===== src/core/rba_params.svh =====
// Constants for the rebuild assist log page and its error report
`ifndef RBA_PARAMS_SVH
`define RBA_PARAMS_SVH

// Log address and page size
`define RBA_LOG_ADDR 8'h15
`define RBA_OFF_W 9

// Byte offsets inside the page (element length N = 2)
`define RBA_OFS_ENABLE 9'h000
`define RBA_OFS_LEN 9'h007
`define RBA_OFS_MASK_HI 9'h008
`define RBA_OFS_MASK_LO 9'h009
`define RBA_OFS_DIS_HI 9'h00A
`define RBA_OFS_DIS_LO 9'h00B

// Field positions and values
`define RBA_EN_BIT 0
`define RBA_ELEM_LEN 8'h02
`define RBA_ELEM_BITS 16
`define RBA_ELEM_IDX_W 4
`define RBA_ELEM_LAST 4'hF
`define RBA_ELEM_MASK 16'h0FFF
`define RBA_DIS_RESET 16'h0000

// Queued error log values for a predicted error
`define RBA_SENSE_KEY 4'hB
`define RBA_ASC_ASCQ 16'h1103
`define RBA_LBA_W 48

`endif


===== src/core/rba_pkg.sv =====
// Types shared by the rebuild assist modules
`include "rba_params.svh"
package rba_pkg;
  typedef enum logic {MODE_IDLE, MODE_TEST} rba_mode_t;

  typedef struct packed {
    rba_mode_t mode;
    logic enabled;
    logic stg_en;
    logic [`RBA_ELEM_BITS-1:0] stg_dis;
    logic [`RBA_ELEM_BITS-1:0] dis;
    logic [7:0] rdata;
    logic rvalid;
    logic pred;
    logic unpred;
  } main_state_t;

  typedef struct packed {
    logic busy;
    logic [`RBA_ELEM_IDX_W-1:0] idx;
    logic [`RBA_ELEM_BITS-1:0] fail;
    logic done;
  } test_state_t;

  typedef struct packed {
    logic open;
    logic found;
    logic any_err;
    logic [`RBA_LBA_W-1:0] first;
    logic [`RBA_LBA_W-1:0] final_lba;
    logic done;
    logic o_err;
    logic o_found;
    logic o_report;
    logic [`RBA_LBA_W-1:0] o_first;
    logic [`RBA_LBA_W-1:0] o_final;
  } run_state_t;
endpackage : rba_pkg


===== src/core/rba_test_if.sv =====
// Link between the log control and the element self test
`timescale 1ns/1ps
`default_nettype none
`include "rba_params.svh"
interface rba_test_if;
  logic start;
  logic [`RBA_ELEM_BITS-1:0] mask;
  logic done;
  logic [`RBA_ELEM_BITS-1:0] fail;

  modport ctl (output start, output mask, input done, input fail);
  modport tst (input start, input mask, output done, output fail);
endinterface : rba_test_if
`default_nettype wire


===== src/core/rba_self_test.sv =====
// Walks every supported element through the media self test
`timescale 1ns/1ps
`default_nettype none
`include "rba_params.svh"
module rba_self_test (
  // Clock and reset
  input wire logic clk,
  input wire logic nrst,
  // Control side
  rba_test_if.tst tif,
  // Media test port
  output logic elem_test_req,
  output logic [`RBA_ELEM_IDX_W-1:0] elem_test_idx,
  input wire logic elem_test_ack,
  input wire logic elem_test_ok
);
  rba_pkg::test_state_t s_r, s_nxt;

  // Unsupported elements are skipped in one cycle without a request
  assign elem_test_req = s_r.busy && tif.mask[s_r.idx];
  assign elem_test_idx = s_r.idx;
  assign tif.done = s_r.done;
  assign tif.fail = s_r.fail;

  // Walk and fail collection
  always_comb begin
    s_nxt = s_r;
    s_nxt.done = 1'b0;
    if (tif.start) begin
      s_nxt.busy = 1'b1;
      s_nxt.idx = '0;
      s_nxt.fail = `RBA_DIS_RESET;
    end else if (s_r.busy && (!tif.mask[s_r.idx] || elem_test_ack)) begin
      if (tif.mask[s_r.idx] && !elem_test_ok) begin
        s_nxt.fail[s_r.idx] = 1'b1;
      end
      if (s_r.idx == `RBA_ELEM_LAST) begin
        s_nxt.busy = 1'b0;
        s_nxt.done = 1'b1;
      end
      s_nxt.idx = s_r.idx + 4'h1;
    end
  end

  // State register
  always_ff @(posedge clk or negedge nrst) begin
    if (!nrst) begin
      s_r <= '0;
    end else begin
      s_r <= s_nxt;
    end
  end
endmodule : rba_self_test
`default_nettype wire


===== src/core/rba_run_tracker.sv =====
// Tracks the first predicted error run of one command
`timescale 1ns/1ps
`default_nettype none
`include "rba_params.svh"
module rba_run_tracker (
  // Clock and reset
  input wire logic clk,
  input wire logic nrst,
  // Per sector verdict
  input wire logic sec_valid,
  input wire logic sec_last,
  input wire logic [`RBA_LBA_W-1:0] sec_lba,
  input wire logic pred,
  input wire logic unpred,
  input wire logic report,
  // Command summary
  output logic done,
  output logic err,
  output logic found,
  output logic rep,
  output logic [`RBA_LBA_W-1:0] first_lba,
  output logic [`RBA_LBA_W-1:0] final_lba
);
  rba_pkg::run_state_t s_r, s_nxt;

  assign done = s_r.done;
  assign err = s_r.o_err;
  assign found = s_r.o_found;
  assign rep = s_r.o_report;
  assign first_lba = s_r.o_first;
  assign final_lba = s_r.o_final;

  // Run grows only while predicted sectors stay contiguous
  always_comb begin
    s_nxt = s_r;
    s_nxt.done = 1'b0;
    if (sec_valid) begin
      if (pred && !s_r.found) begin
        s_nxt.found = 1'b1;
        s_nxt.open = 1'b1;
        s_nxt.first = sec_lba;
        s_nxt.final_lba = sec_lba;
      end else if (pred && s_r.open &&
                   sec_lba == s_r.final_lba + 48'h0000_0000_0001) begin
        s_nxt.final_lba = sec_lba;
      end else begin
        s_nxt.open = 1'b0;
      end
      s_nxt.any_err = s_r.any_err | pred | unpred;
      if (sec_last) begin
        s_nxt.done = 1'b1;
        s_nxt.o_err = s_nxt.any_err;
        s_nxt.o_found = s_nxt.found;
        s_nxt.o_report = report;
        s_nxt.o_first = s_nxt.first;
        s_nxt.o_final = s_nxt.final_lba;
        s_nxt.open = 1'b0;
        s_nxt.found = 1'b0;
        s_nxt.any_err = 1'b0;
      end
    end
  end

  // State register
  always_ff @(posedge clk or negedge nrst) begin
    if (!nrst) begin
      s_r <= '0;
    end else begin
      s_r <= s_nxt;
    end
  end
endmodule : rba_run_tracker
`default_nettype wire


===== src/core/rba_log_control.sv =====
// Rebuild assist log page, enable sequence and predicted error verdicts
`timescale 1ns/1ps
`default_nettype none
`include "rba_params.svh"
module rba_log_control (
  // Clock and reset
  input wire logic clk,
  input wire logic nrst,
  // Capability
  output logic feature_supported,
  // Log page access
  input wire logic [7:0] log_page,
  input wire logic log_rd,
  input wire logic log_wr,
  input wire logic [`RBA_OFF_W-1:0] log_off,
  input wire logic [7:0] log_wdata,
  input wire logic log_commit,
  output logic [7:0] log_rdata,
  output logic log_rvalid,
  output logic log_busy,
  // Element self test port
  output logic elem_test_req,
  output logic [`RBA_ELEM_IDX_W-1:0] elem_test_idx,
  input wire logic elem_test_ack,
  input wire logic elem_test_ok,
  // Sector stream of a command
  input wire logic sec_valid,
  input wire logic [`RBA_LBA_W-1:0] sec_lba,
  input wire logic [`RBA_ELEM_IDX_W-1:0] sec_elem,
  input wire logic sec_write,
  input wire logic rebuild_assist_bypass,
  input wire logic sec_media_err,
  input wire logic sec_last,
  // Per sector verdict
  output logic sec_pred_err,
  output logic sec_unpred_err,
  // Command completion and queued error log entry
  output logic cmd_done,
  output logic cmd_err,
  output logic qel_valid,
  output logic [3:0] qel_sense_key,
  output logic [15:0] qel_asc,
  output logic [`RBA_LBA_W-1:0] qel_lba,
  output logic [`RBA_LBA_W-1:0] qel_final_lba,
  // Feature state
  output logic feature_enabled,
  output logic bg_quiet,
  output logic [`RBA_ELEM_BITS-1:0] disabled_elems
);
  rba_pkg::main_state_t s_r, s_nxt;
  rba_test_if tif ();

  logic page_hit;
  logic commit_ok;
  logic start_test;
  logic pred_now;
  logic unpred_now;
  logic trk_found;
  logic trk_rep;
  logic [`RBA_LBA_W-1:0] trk_first;
  logic [`RBA_LBA_W-1:0] trk_final;

  // Page byte view; reserved bytes always return zero
  function automatic logic [7:0] page_byte(
    input logic [`RBA_OFF_W-1:0] off,
    input logic en,
    input logic [`RBA_ELEM_BITS-1:0] dis
  );
    logic [7:0] b;
    b = 8'h00;
    if (off == `RBA_OFS_ENABLE) begin
      b[`RBA_EN_BIT] = en;
    end else if (off == `RBA_OFS_LEN) begin
      b = `RBA_ELEM_LEN;
    end else if (off == `RBA_OFS_MASK_HI) begin
      b = 8'(`RBA_ELEM_MASK >> 8);
    end else if (off == `RBA_OFS_MASK_LO) begin
      b = 8'(`RBA_ELEM_MASK & 16'h00FF);
    end else if (off == `RBA_OFS_DIS_HI) begin
      b = dis[15:8];
    end else if (off == `RBA_OFS_DIS_LO) begin
      b = dis[7:0];
    end
    return b;
  endfunction : page_byte

  // The page is only served at its own log address
  assign page_hit = (log_page == `RBA_LOG_ADDR);
  assign feature_supported = 1'b1;

  // A commit during the self test is dropped; log_busy tells the host
  assign commit_ok = log_commit && page_hit &&
                     s_r.mode == rba_pkg::MODE_IDLE;
  assign start_test = commit_ok && s_r.stg_en;
  assign tif.start = start_test;
  assign tif.mask = `RBA_ELEM_MASK;

  // Bypass only exists on reads; writes always see the feature
  assign pred_now = sec_valid && s_r.enabled &&
                    s_r.dis[sec_elem] &&
                    !(!sec_write && rebuild_assist_bypass);
  assign unpred_now = sec_valid && sec_media_err && !pred_now;

  // Next state of the log page and enable sequence
  always_comb begin
    s_nxt = s_r;
    s_nxt.rvalid = 1'b0;
    s_nxt.pred = pred_now;
    s_nxt.unpred = unpred_now;
    if (log_rd && page_hit) begin
      s_nxt.rdata = page_byte(log_off, s_r.enabled, s_r.dis);
      s_nxt.rvalid = 1'b1;
    end
    // Length, mask and reserved bytes have no staging: writes vanish
    if (log_wr && page_hit) begin
      if (log_off == `RBA_OFS_ENABLE) begin
        s_nxt.stg_en = log_wdata[`RBA_EN_BIT];
      end else if (log_off == `RBA_OFS_DIS_HI) begin
        s_nxt.stg_dis[15:8] = log_wdata;
      end else if (log_off == `RBA_OFS_DIS_LO) begin
        s_nxt.stg_dis[7:0] = log_wdata;
      end
    end
    if (start_test) begin
      s_nxt.mode = rba_pkg::MODE_TEST;
      s_nxt.enabled = 1'b0;
    end else if (commit_ok) begin
      s_nxt.enabled = 1'b0;
      s_nxt.dis = s_r.stg_dis & `RBA_ELEM_MASK;
    end
    if (s_r.mode == rba_pkg::MODE_TEST && tif.done) begin
      s_nxt.mode = rba_pkg::MODE_IDLE;
      s_nxt.enabled = 1'b1;
      s_nxt.dis = tif.fail & `RBA_ELEM_MASK;
    end
  end

  // Power cycle is the reset: feature off, nothing disabled
  always_ff @(posedge clk or negedge nrst) begin
    if (!nrst) begin
      s_r.mode <= rba_pkg::MODE_IDLE;
      s_r.enabled <= 1'b0;
      s_r.stg_en <= 1'b0;
      s_r.stg_dis <= `RBA_DIS_RESET;
      s_r.dis <= `RBA_DIS_RESET;
      s_r.rdata <= 8'h00;
      s_r.rvalid <= 1'b0;
      s_r.pred <= 1'b0;
      s_r.unpred <= 1'b0;
    end else begin
      s_r <= s_nxt;
    end
  end

  // Element walker
  rba_self_test rba_self_test_inst (
    .clk(clk),
    .nrst(nrst),
    .tif(tif.tst),
    .elem_test_req(elem_test_req),
    .elem_test_idx(elem_test_idx),
    .elem_test_ack(elem_test_ack),
    .elem_test_ok(elem_test_ok)
  );

  // First predicted run of each command
  rba_run_tracker rba_run_tracker_inst (
    .clk(clk),
    .nrst(nrst),
    .sec_valid(sec_valid),
    .sec_last(sec_last),
    .sec_lba(sec_lba),
    .pred(pred_now),
    .unpred(unpred_now),
    .report(!sec_write && !rebuild_assist_bypass),
    .done(cmd_done),
    .err(cmd_err),
    .found(trk_found),
    .rep(trk_rep),
    .first_lba(trk_first),
    .final_lba(trk_final)
  );

  // Outputs; queued log entry only for reads without bypass
  assign log_rdata = s_r.rdata;
  assign log_rvalid = s_r.rvalid;
  assign log_busy = (s_r.mode == rba_pkg::MODE_TEST);
  assign bg_quiet = (s_r.mode == rba_pkg::MODE_TEST);
  assign feature_enabled = s_r.enabled;
  assign disabled_elems = s_r.dis;
  assign sec_pred_err = s_r.pred;
  assign sec_unpred_err = s_r.unpred;
  assign qel_valid = cmd_done && trk_found && trk_rep;
  assign qel_sense_key = `RBA_SENSE_KEY;
  assign qel_asc = `RBA_ASC_ASCQ;
  assign qel_lba = trk_first;
  assign qel_final_lba = trk_final;
endmodule : rba_log_control
`default_nettype wire


===== config.mk =====
export PLATFORM = sky130hd
export DESIGN_NAME = rba_log_control
export DESIGN_NICKNAME = d
export VERILOG_FILES = /design/src/core/rba_pkg.sv /design/src/core/rba_test_if.sv /design/src/core/rba_self_test.sv /design/src/core/rba_run_tracker.sv /design/src/core/rba_log_control.sv
export VERILOG_INCLUDE_DIRS = /design/src /design/src/core
export SDC_FILE = /design/constraint.sdc
export NUM_CORES = 1
export LEC_CHECK = 0
export ABC_AREA = 1
export BUFFER_PORTS_ARGS = -buffer_cell sky130_fd_sc_hd__buf_2
export CORE_UTILIZATION = 57
export DETAILED_ROUTE_END_ITERATION = 12
export PLACE_DENSITY = 0.81
export REMOVE_ABC_BUFFERS = 1
export SKIP_CTS_REPAIR_TIMING = 1
export SLEW_MARGIN = 20
export SYNTH_ARGS = -nofsm -noshare
export SYNTH_HDL_FRONTEND = slang
export SYNTH_SLANG_ARGS = --single-unit

===== constraint.sdc =====
create_clock -name clk -period 3.1 [get_ports clk]
set_clock_uncertainty 0.15 [all_clocks]
set_input_delay 0.155 -clock clk [delete_from_list [all_inputs] [get_ports clk]]
set_output_delay 0.155 -clock clk [all_outputs]
set_load 0.02 [all_outputs]

==> flow_metrics.py <==
metrics = {
    "outcome": {
        "status": "finished with violations",
        "violations": "negative hold slack",
    },
    "sta": {
        "finalSetupViolations": 0,
        "period_minus_slack_ps": 2880,
        "fmax_mhz": 347.2,
        "tightest_slew_ps": 780.4,
        "slew_headroom_pct": 47.66,
        "post-route-period-util_pct": 92.90,
        "hold_viol_final": 13,
        "drv_slew": 0,
        "fin_hold_ws_ps": -22.17,
        "rsz0062_at_grt": "false",
        "fin_setup_tns_ps": 0,
    },
    "synthesis": {
        "postSynthCellCount": 1847,
        "synthAdderAreaFrac_pct": 0.4480,
        "synth_xor_area_share_pct": 2.195,
        "ys_types": 42,
        "synthDominantCellAreaShare_pct": 45.70,
        "avgSynthCellArea_sq_um": 7.560,
        "synth_area_leaders": "dfrtp_1 (46%), nand2_1 (16%), buf_4 (8.0%), nand3_1 (6.0%), inv_1 (5.2%)",
        "synth_mux_area_share_pct": 0.3226,
        "syn_area_sq_um": 13960,
        "synth_area_leader_cell": "dfrtp_1",
        "synth_compound_area_share_pct": 5.708,
        "synth_top_family_by_area": "simple AND/OR/NAND/NOR gates",
        "synth.ff_latch_count": 255,
        "ys_seq_area_share_pct": 45.70,
        "yosys_warnings": 0,
        "synth_simple_gate_area_share_pct": 30.51,
    },
    "placement": {
        "hpwl_um": 25000,
        "gp_congestion": 0.9358,
        "place_inst": 2225,
        "portBuffers": 218,
    },
    "final_layout": {
        "drive_above_1_share_pct": 16.08,
        "diodes": 0,
        "final_cell_mix": "nand2_1 (611), dfrtp_1 (249), buf_2 (217)",
        "final_util_pct": 67.84,
        "final_common_cell": "nand2_1",
        "layout.nets": 2101,
        "fillCellCount": 1927,
        "syn_to_final_growth_pct": 15.40,
        "final_cells": 2346,
    },
    "clocking": {
        "cts_buffers": 27,
        "cts_tree": "yes",
        "cts_htree_levels": 1,
        "cts.sinks": 255,
        "ctsLongestPathBuffers": 3,
        "cts_root_buf": "clkbuf_16",
        "clock_latency_ps": 550,
        "clkTransAtPathRegs_ps": 60,
    },
    "hold_path": {
        "hp-start": "log_off[8]",
        "hold_path_class": "in -> reg",
    },
    "power": {
        "power.total_mw": 13.85,
        "ir_drop_mv": 0.6603,
        "leakage_nw": 8.712,
        "power_density_nw_per_um2": 859.6,
    },
    "detailed_routing": {
        "drc_errors": 0,
        "vias_per_cell": 5.283,
        "drt-total-wl_um": 36870,
        "drt-initial-drc-count": 951,
        "vias": 12390,
        "final_antenna_net_count": 0,
        "drtPass1Iterations": 5,
        "wl_per_cell_um": 15.71,
    },
    "worst_setup_path": {
        "r2r_start": "rba_run_tracker_inst.s_r[100]",
        "critPathCaptureType": "flip-flop",
        "r2r_setup_slack_ps": 220,
        "cp.required_ps": 3380,
        "crit_family": "simple AND/OR/NAND/NOR gates",
        "critPathKind": "reg -> reg",
        "crit_fanout": 24,
        "cp.depth": 17,
        "r2r_end": "rba_run_tracker_inst.s_r[102]",
        "cpMaxStageDelayCell": "dfrtp_1",
        "crit_path_start": "rba_run_tracker_inst.s_r[100]",
        "arrival_ps": 3160,
        "start_kind": "flip-flop",
        "path_buf_inv": 2,
        "crit_end": "rba_run_tracker_inst.s_r[102]",
        "r2r_cells": 17,
        "path_cells": "ha_1 -> nand2_1 -> nor2_4 -> nand2_2 -> nor2_2 -> buf_4 -> nand3_1 -> nand3_1 -> nand3_1 -> nor2_1 -> nand2_1 -> nor2_1 -> nand3_2 -> nand2_4 -> buf_12 -> nand2_1 -> and2_1",
        "critPathMaxStageDelay_ps": 390,
    },
    "global_route": {
        "antenna_found_initial": 0,
        "grt-ovfl-total": 0,
        "gr-usage-all-layers_pct": 28.23,
        "grt_max_degree": 90,
        "grt_pass1_vias": 11250,
        "grt_pass1_wl_um": 55710,
    },
    "floorplan": {
        "pin_count": 244,
        "die_area_sq_um": 25130,
        "die_w_um": 158.5,
        "std_cell_rows": 56,
        "core_sq_um": 23750,
        "die_h_um": 158.5,
        "initial_core_util_pct": 58.79,
    },
    "run": {
        "drv_cap": 0,
    },
}
## tightest hold or removal path: cells and delay by family
family / cells / cell delay, ps
AOI/OAI and AO/OA: 1 / 80
buffers and inverters: 2 / 220
and+or+nand+nor: 3 / 190
## cell families (layout without fill, tap and decap cells)
group           count (synthesis)  after routing
compound gates                149            149
xor+xnor                       35             35
fa+ha+maj                       5              5
buf+inv                       400            557
flops                         255            255
mux                             4              4
other cells                     2             25
simple gates                  997            997
## registers in the layout, indices dropped and copies added, names as in the netlist
| register | count |
|---|---|
| sec_pred_err | 1 |
| rba_run_tracker_inst.found | 1 |
| rba_run_tracker_inst.final_lba | 48 |
| rba_run_tracker_inst.rep | 1 |
| rba_run_tracker_inst.s_r | 99 |
| bg_quiet | 1 |
| sec_unpred_err | 1 |
| rba_self_test_inst.s_r | 1 |
| rba_run_tracker_inst.first_lba | 48 |
| feature_enabled | 1 |
| rba_self_test_inst.elem_test_idx | 4 |
| rba_self_test_inst.tif.done | 1 |
| s_r | 13 |
| rba_run_tracker_inst.done | 1 |
| log_rdata | 8 |
| disabled_elems | 12 |
| log_rvalid | 1 |
| rba_self_test_inst.tif.fail | 12 |
| rba_run_tracker_inst.err | 1 |
## layout make-up
cell class              instances  area (sq um)  share of cell area, %
clock buffers                  35         735.7                  4.566
clock inverters                14         165.2                  1.025
inverters                     198         745.7                  4.628
multi-input cells            1215          5613                  34.83
flip-flops and latches        255          6389                  39.65
well taps                     319         399.1                  2.477
repair buffers                310          2067                  12.83
## stage by stage
stage | area (sq um) | worst slack (ps)
6_report | 16110 | 220.0
5_1_grt | 16110 | 2.417
4_1_cts | 15350 | 106.0
3_5_place_dp | 14450 | 114.7
3_3_place_gp | 14450 | 165.1
2_1_floorplan | 12690 | -372.8
## metal layers
metal	routed length, um	global-route usage [%]	up-vias
li1	-	-	5963
met3	2365	3.947	92
met2	17520	46.01	504
met1	15640	38.12	5834
met5	0	0	-
met4	1335	10.99	0
## cell usage after synthesis
master     instances
a211oi_1           1
a21oi_1           21
a22o_1             2
a31oi_1            1
and2_1            50
and3_1             2
buf_1             14
buf_2              4
buf_4            148
buf_6              4
buf_8              1
clkbuf_1          31
clkinv_1           4
conb_1             2
dfrtp_1          255
ha_1               5
inv_1            192
inv_2              2
mux2_2             4
nand2_1          612
nand2_2            6
nand3_1          167
nand3_2            1
nand3b_1           2
nand4_1           31
nor2_1            98
nor2_2            14
nor2_4             2
nor3_1             7
nor4_1             3
o2111ai_1          1
o21ai_0          107
o21ai_1            3
o21bai_1           6
o221ai_1           3
o22a_1             1
o22ai_1            1
o31ai_1            2
or2_2              1
or4_1              1
xnor2_1           11
xor2_1            24
## report_power, final
part | internal [mW] | total [mW] | leakage, nW | switching [mW]
clock network | 1.93 | 3.31 | 0.444 | 1.38
registers | 4.46 | 5.31 | 3.09 | 0.847
logic | 1.83 | 5.23 | 5.17 | 3.40
total | 8.22 | 13.9 | 8.71 | 5.63
## worst min-delay path by stage
stage / cells past startpoint / to / slack (ps)
floorplan: 0 / bg_quiet / -290
global placement: 1 / rba_run_tracker_inst.first_lba[27] / 60
detailed placement: 1 / rba_run_tracker_inst.first_lba[28] / 60
CTS: 1 / rba_run_tracker_inst.s_r[126] / -520
global route: 4 / rba_run_tracker_inst.final_lba[14] / 9
finish: 6 / log_rdata[4] / -20
(Power assumes the default switching activity.)
